`src/ead_defines.svh`:
```
// constants of the event action dispatcher
`ifndef EAD_DEFINES_SVH
`define EAD_DEFINES_SVH

`define EAD_NUM_EVT      14
`define EAD_NUM_TMR      8
`define EAD_NUM_INT      4

// register indices
`define EAD_REG_LINE_A   8'h23
`define EAD_REG_LINE_D   8'h26
`define EAD_REG_BOOT     8'h27
`define EAD_REG_JOIN     8'h28
`define EAD_REG_THR_BASE 8'h29
`define EAD_REG_THR_LAST 8'h30
`define EAD_REG_ACT_BASE 8'h31
`define EAD_REG_ACT_LAST 8'h38

// event positions
`define EAD_EVT_LINE_C   2
`define EAD_EVT_BOOT     4
`define EAD_EVT_JOIN     5
`define EAD_EVT_TMR0     6

// reset values
`define EAD_RST_LINE_A   16'h0001
`define EAD_RST_NONE     16'h0000
`define EAD_RST_NET_THR  16'h0004
`define EAD_RST_NET_ACT  16'h0001
`define EAD_NUM_NET_TMR  4

// timing
`define EAD_TICK_MS      250
`define EAD_CLK_MHZ      200
`define EAD_TICK_CYCLES  (`EAD_TICK_MS * 1000 * `EAD_CLK_MHZ)

`endif

```
`src/ead_pkg.sv`:
```
// types of the event action dispatcher
package ead_pkg;
  typedef logic [15:0]       ead_code_t;
  typedef ead_code_t [13:0]  ead_act_arr_t;
  typedef ead_code_t [7:0]   ead_thr_arr_t;

  typedef struct packed {
    ead_act_arr_t act;
    ead_thr_arr_t thr;
    logic [3:0]   int_prev;
    logic         booted;
    logic [13:0]  evt;
    ead_code_t    rdata;
    logic         ack;
  } ead_top_st_t;

  typedef struct packed {
    logic [31:0]  presc;
    ead_thr_arr_t cnt;
    logic [7:0]   hit;
  } ead_tmr_st_t;

  typedef struct packed {
    logic [13:0]  pend;
    logic         valid;
    ead_code_t    code;
    logic [3:0]   evt;
  } ead_arb_st_t;
endpackage

```
`src/ead_evt_if.sv`:
```
// event pulses and action table toward the arbiter
`timescale 1ns/1ps
interface ead_evt_if;
  logic [13:0]          hit;
  ead_pkg::ead_act_arr_t act;
  modport drv (output hit, output act);
  modport arb (input hit, input act);
endinterface

```
`src/ead_tick_timer.sv`:
```
// eight quarter second timers with thresholds
`timescale 1ns/1ps
`include "ead_defines.svh"
module ead_tick_timer #(
  parameter int unsigned TICK_CYCLES = `EAD_TICK_CYCLES
) (
  input  wire logic                 clock,
  input  wire logic                 rstn,
  input  wire ead_pkg::ead_thr_arr_t thr,
  output logic [7:0]                hit
);
  ead_pkg::ead_tmr_st_t q;
  ead_pkg::ead_tmr_st_t d;
  logic                 tick;

  ////////////////////////////////////////////////////////////////////////
  always_comb begin
    d = q;
    d.hit = 8'h00;
    tick = (q.presc == 32'(TICK_CYCLES - 1));
    d.presc = tick ? 32'h0000_0000 : q.presc + 32'h0000_0001;
    for (int i = 0; i < `EAD_NUM_TMR; i++) begin
      if (thr[i] == 16'h0000) begin
        d.cnt[i] = 16'h0000;
      end else if (tick) begin
        if (q.cnt[i] + 16'h0001 == thr[i]) begin
          d.hit[i] = 1'b1;
          d.cnt[i] = 16'h0000;
        end else begin
          d.cnt[i] = q.cnt[i] + 16'h0001;
        end
      end
    end
  end

  always_ff @(posedge clock) begin
    if (!rstn) begin
      q <= '0;
    end else begin
      q <= d;
    end
  end

  assign hit = q.hit;
endmodule

```
`src/ead_event_arbiter.sv`:
```
// pending event flags and action dispatch
`timescale 1ns/1ps
`include "ead_defines.svh"
module ead_event_arbiter (
  input  wire logic   clock,
  input  wire logic   rstn,
  ead_evt_if.arb      ev,
  output logic        action_valid,
  output logic [15:0] action_code,
  output logic [3:0]  action_event
);
  ead_pkg::ead_arb_st_t q;
  ead_pkg::ead_arb_st_t d;
  logic [3:0]           sel;

  function automatic logic [3:0] first_set(input logic [13:0] v);
    first_set = 4'hF;
    for (int i = `EAD_NUM_EVT - 1; i >= 0; i--) begin
      if (v[i]) begin
        first_set = 4'(i);
      end
    end
  endfunction

  ////////////////////////////////////////////////////////////////////////
  always_comb begin
    d = q;
    d.valid = 1'b0;
    sel = first_set(q.pend);
    if (q.pend != 14'h0000) begin
      d.pend[sel] = 1'b0;
      if (ev.act[sel] != 16'h0000) begin
        d.valid = 1'b1;
        d.code = ev.act[sel];
        d.evt = sel;
      end
    end
    d.pend = d.pend | ev.hit; // set wins over clear
  end

  always_ff @(posedge clock) begin
    if (!rstn) begin
      q <= '0;
    end else begin
      q <= d;
    end
  end

  assign action_valid = q.valid;
  assign action_code  = q.code;
  assign action_event = q.evt;
endmodule

```
`src/event_action_dispatcher.sv`:
```
// top of the event action dispatcher with its s registers
`timescale 1ns/1ps
`include "ead_defines.svh"
module event_action_dispatcher #(
  parameter int unsigned TICK_CYCLES = `EAD_TICK_CYCLES
) (
  input  wire logic        clock,
  input  wire logic        rstn,
  input  wire logic [3:0]  ext_int_line,
  input  wire logic [3:0]  interrupt_enable_config,
  input  wire logic        long_range_variant,
  input  wire logic        restart,
  input  wire logic        network_joined,
  input  wire logic [7:0]  reg_sel,
  input  wire logic        reg_wr,
  input  wire logic        reg_rd,
  input  wire logic [15:0] reg_wdata,
  output logic [15:0]      reg_rdata,
  output logic             reg_ack,
  output logic             action_valid,
  output logic [15:0]      action_code,
  output logic [3:0]       action_event
);
  ead_pkg::ead_top_st_t q;
  ead_pkg::ead_top_st_t d;
  logic [7:0]           tmr_hit;
  logic [3:0]           int_ev;
  logic [3:0]           line_mask;
  logic [4:0]           wr_act;
  logic [3:0]           wr_thr;
  logic [4:0]           rd_act;
  logic [3:0]           rd_thr;
  ead_evt_if            evt_bus ();

  // action slot of a register index, 5'h1F when none
  function automatic logic [4:0] act_slot(input logic [7:0] sel);
    if (sel >= `EAD_REG_LINE_A && sel <= `EAD_REG_JOIN) begin
      act_slot = 5'(sel - `EAD_REG_LINE_A);
    end else if (sel >= `EAD_REG_ACT_BASE && sel <= `EAD_REG_ACT_LAST) begin
      act_slot = 5'(sel - `EAD_REG_ACT_BASE + `EAD_EVT_TMR0);
    end else begin
      act_slot = 5'h1F;
    end
  endfunction

  // threshold slot of a register index, 4'hF when none
  function automatic logic [3:0] thr_slot(input logic [7:0] sel);
    if (sel >= `EAD_REG_THR_BASE && sel <= `EAD_REG_THR_LAST) begin
      thr_slot = 4'(sel - `EAD_REG_THR_BASE);
    end else begin
      thr_slot = 4'hF;
    end
  endfunction

  ////////////////////////////////////////////////////////////////////////
  // register access and event collection
  always_comb begin
    d = q;
    wr_act = act_slot(reg_sel);
    wr_thr = thr_slot(reg_sel);
    rd_act = wr_act;
    rd_thr = wr_thr;
    d.ack = reg_wr | reg_rd;
    d.rdata = 16'h0000;
    if (reg_rd) begin
      if (rd_act != 5'h1F) begin
        d.rdata = q.act[rd_act];
      end else if (rd_thr != 4'hF) begin
        d.rdata = q.thr[rd_thr[2:0]];
      end
    end
    if (reg_wr) begin
      if (wr_act != 5'h1F) begin
        d.act[wr_act] = reg_wdata;
      end else if (wr_thr != 4'hF) begin
        d.thr[wr_thr[2:0]] = reg_wdata;
      end
    end
    line_mask = long_range_variant ? 4'hB : 4'hF;
    int_ev = ext_int_line & ~q.int_prev & interrupt_enable_config
             & line_mask;
    d.int_prev = ext_int_line;
    d.booted = 1'b1;
    d.evt = {tmr_hit,
             network_joined,
             (~q.booted) | restart,
             int_ev};
  end

  ////////////////////////////////////////////////////////////////////////
  // factory defaults load on reset
  always_ff @(posedge clock) begin
    if (!rstn) begin
      q <= '0;
      q.act[0] <= `EAD_RST_LINE_A;
      q.act[1] <= `EAD_RST_NONE;
      q.act[2] <= `EAD_RST_NONE;
      for (int i = 0; i < `EAD_NUM_NET_TMR; i++) begin
        q.thr[i] <= `EAD_RST_NET_THR;
        q.act[`EAD_EVT_TMR0 + i] <= `EAD_RST_NET_ACT;
      end
    end else begin
      q <= d;
    end
  end

  ////////////////////////////////////////////////////////////////////////
  // timers and dispatch
  ead_tick_timer #(
    .TICK_CYCLES (TICK_CYCLES)
  ) u_timer (
    .clock (clock),
    .rstn  (rstn),
    .thr   (q.thr),
    .hit   (tmr_hit)
  );

  assign evt_bus.hit = q.evt;
  assign evt_bus.act = q.act;

  ead_event_arbiter u_arb (
    .clock        (clock),
    .rstn         (rstn),
    .ev           (evt_bus.arb),
    .action_valid (action_valid),
    .action_code  (action_code),
    .action_event (action_event)
  );

  assign reg_rdata = q.rdata;
  assign reg_ack   = q.ack;
endmodule

```
`config.mk`:
```
export PLATFORM = sky130hd
export DESIGN_NAME = event_action_dispatcher
export DESIGN_NICKNAME = d
export VERILOG_FILES = /design/src/ead_pkg.sv /design/src/ead_evt_if.sv /design/src/ead_tick_timer.sv /design/src/ead_event_arbiter.sv /design/src/event_action_dispatcher.sv
export VERILOG_INCLUDE_DIRS = /design/src /design/src/src
export SDC_FILE = /design/constraint.sdc
export NUM_CORES = 2
export LEC_CHECK = 0
export ABC_AREA = 1
export BUFFER_PORTS_ARGS = -buffer_cell sky130_fd_sc_hd__buf_2
export CORE_MARGIN = 3
export CORE_UTILIZATION = 57
export CTS_CLUSTER_DIAMETER = 60
export CTS_CLUSTER_SIZE = 25
export DETAILED_ROUTE_END_ITERATION = 16
export PLACE_DENSITY_LB_ADDON = 0.1
export SYNTH_ARGS = -nofsm -noshare
export SYNTH_HDL_FRONTEND = slang
export SYNTH_SLANG_ARGS = --single-unit
export TNS_END_PERCENT = 30
```
`constraint.sdc`:
```
create_clock -name clock -period 2.8 [get_ports clock]
set_input_delay 0.28 -clock clock [delete_from_list [all_inputs] [get_ports clock]]
set_output_delay 0.28 -clock clock [all_outputs]
set_load 0.01 [all_outputs]
```
==> reports/results.tsv <==
metric	value	unit
gr ovfl total	0	
final slew viol count	0	
max-cap check violation count	0	
first-pass GRT wire length	167	mm
Iter 0 DRT Violations	4058	
CTS Buffer Depth	3	
pre-CTS setup slack	-0.257	ns
synthesized instance count	4445	
Synth top cells by count	710 x nand2_1, 591 x dfxtp_1, 575 x a21oi_1	
GPL Wtd Cong	0.996	
top_reg_cell synth	dfxtp_1	
Req. time, crit path	3.34	ns
Area Overhead vs Synth	18.4	%
via count	32500	
fin nets	4670	
Row Count	84	
Synth Cell Area	0.0307	mm2
synthesized flop and latch total	591	
Worst-Margin Slew	1.02	ns
min Tclk post-route	2.98	ns
count leader, synth	nand2_1	
Hold Path Class	input pin to flop	
placed insts	5227	
CORE AREA	0.0530	mm2
DRC viols	0	
# port buffers	76	
Via density	6.08	
crit end category	flop	
Clock Skews	0.0349	ns
die extent in x	238	um
Synth cell types	51	
PwrDens	469	mW/mm2
Fmax	336	MHz
Fillers	4656	
Post-Syn Area per Cell	6.91	um2
largest net degree at the start of global routing	86	
setup tns final	-2.57	ns
antenna violations before repair	2	
die area	0.0567	mm2
Hold Fails Final Rpt	0	
Num CTS Buffers	45	
vias in the first global route	29300	
clk sinks	591	
outcome	complete, but fails checks	
Worst-path clk slew	0.09	ns
num ports	77	
post-synth top area share	38.5	%
synth top area cells	dfxtp_1 39%, a21oi_1 9.4%, nand2_1 8.7%	
initial core utilization	58.0	%
violated checks	setup timing	
drt pass-1 iters	9	
All-Layer GR Usage	37.2	%
yosys synthesis warning count	0	
wire per inst	20.8	um
crit path launch type	flop	
leakage power	14.3	nW
sequential area share after synthesis	38.5	%
WS Path Type	flop to flop	
Final Non-Filler Cells	5344	
number of synthesized flops with an enable pin	0	
Synth async-reset ratio	0	%
Max-Slew Margin vs Limit	31.6	%
period utilization	106	%
HPWL Detailed	77.9	mm
Finished Core Util	68.7	%
crit-path max FO	11	
CTS tree	built	
clock tree root driver cell	clkbuf_16	
layout cells sized above 1	15.7	%
VDD IR max	0.000539	V
routed wire length	111	mm
Die Ht	238	um
post-detailed-route count of antenna-violating nets	0	
# setup viols final	20	
Reg2Reg Setup Slack	-0.18	ns
Synthesized Nets	4497	
clk_lat worst skew	0.62	ns
dominant cell type by area after synthesis	dfxtp_1	
RSZ-0062 raised after global routing	true	
Arr. time, crit path	3.51	ns
# H-tree levels	2	
final worst slack	-0.176	ns
-- per-layer routing --
metal / vias up / track usage [%] / wire [um]
met2: 1717 / 57.5 / 48000
met4: 0 / 20.0 / 7700
li1: 15400 / - / -
met5: - / 0 / 0
met1: 14900 / 48.5 / 43500
met3: 442 / 8.45 / 12100
-- per-stage QoR --
stage	total power, W	instance area, um2	hold slack [ns]
floorplan	0.00933	30700	0.308
global placement	0.00996	33600	0.371
detailed placement	0.00997	33600	0.372
CTS	0.0169	35400	0.0447
global route	0.0175	36400	0.0578
finish	0.0171	36400	0.0777
-- state kept, by name, indices dropped and copies added, names as in the netlist, 4 cells and up --
| name | flops |
|---|---|
| evt_bus.act | 224 |
| u_arb.action_code | 16 |
| q | 133 |
| evt_bus.hit | 14 |
| u_timer.hit | 8 |
| u_arb.q | 14 |
| u_arb.action_event | 4 |
| u_timer.q | 160 |
| reg_rdata | 16 |
-- report_power, final --
part,switching [W],total (W),internal (W)
combinational,0.00107,0.00158,0.000505
clock,0.00357,0.00702,0.00345
sequential,0.0000234,0.00846,0.00843
total,0.00466,0.0171,0.0124
-- worst paths after layout --
| path | startpoint | to | depth (start not counted) |
|---|---|---|---|
| worst min register to register | q[32] | evt_bus.hit[0] | 1 |
| worst max-delay path | u_arb.q[32] | u_arb.action_code[4] | 26 |
| worst min-delay path | reg_wdata[15] | q[131] | 3 |
| worst max register to register | u_arb.q[32] | u_arb.action_code[4] | 26 |
-- worst max-delay path, cell delays in order (launching register included) --
cell and delay, ns:
dfxtp_2 0.33, inv_2 0.04, nand2_1 0.04, nand2_1 0.06, nand2_1 0.05, nand2_1 0.05
nand2_1 0.05, nand2_1 0.05, nand2_1 0.04, nand2_1 0.07, nand2_2 0.07, nand2_4 0.09
nand2_4 0.07, buf_12 0.15, nand4_4 0.14, clkbuf_16 0.19, nor2_1 0.05, nor2_2 0.18
nand2_1 0.10, nor2_2 0.15, nand2_1 0.08, nor2_1 0.12, nand2_2 0.11, nor2_4 0.22
clkbuf_16 0.20, nand2_1 0.06, a21oi_1 0.14
-- cells by family (layout without fill, tap and decap cells) --
logic type | count (synthesis) | after routing | synth area share, %
AND/OR/NAND/NOR | 1718 | 1718 | 25.9
flip-flops | 591 | 591 | 38.5
other | 0 | 1 | 0
buffers and inverters | 807 | 1017 | 10.5
XOR/XNOR | 124 | 124 | 3.54
adder cells (fa/ha/maj) | 13 | 13 | 0.530
AO/OA/AOI/OAI | 1192 | 1192 | 21.0
-- final cells by class --
class,count,area [um2],area share [%]
antenna,1,2.50,0.00688
clock buffer,51,1200,3.30
clock inverter,33,355,0.977
inverter,502,1890,5.20
multi-input combinational,3047,16400,45.0
sequential,591,11900,32.6
tap,688,861,2.37
timing repair buffer,430,3830,10.5
timing repair inverter,1,7.51,0.0206
-- cells in the final DEF (no fill, tap or decap), types with 12 or more instances in the layout --
| master | count |
|---|---|
| nor3_1 | 46 |
| nor2_4 | 13 |
| or2_2 | 14 |
| inv_2 | 14 |
| a21oi_1 | 556 |
| nor2_2 | 57 |
| a21oi_2 | 19 |
| buf_4 | 285 |
| a22oi_1 | 97 |
| xnor2_1 | 14 |
| o22ai_1 | 65 |
| nor2_1 | 233 |
| buf_2 | 75 |
| nand4_1 | 160 |
| inv_1 | 484 |
| o21ai_0 | 393 |
| nor3_2 | 13 |
| nand2_2 | 22 |
| nor3b_1 | 16 |
| nand3_2 | 12 |
| a211oi_1 | 12 |
| clkbuf_16 | 56 |
| nand3b_1 | 54 |
| xor2_1 | 102 |
| nand3_1 | 282 |
| nor4_1 | 80 |
| buf_12 | 45 |
| nand2_1 | 679 |
| dfxtp_1 | 578 |
| nand2_4 | 12 |
-- repair_timing --
item	CTS	global route
cloned	0	10
setup endpoints to repair	35	155
resized for setup	14	189
hold buffers	11	0
hold endpoints to repair	10	0
pin swaps	0	73
buffers inserted	0	11
No activity file was read; power rests on OpenSTA's default activity.
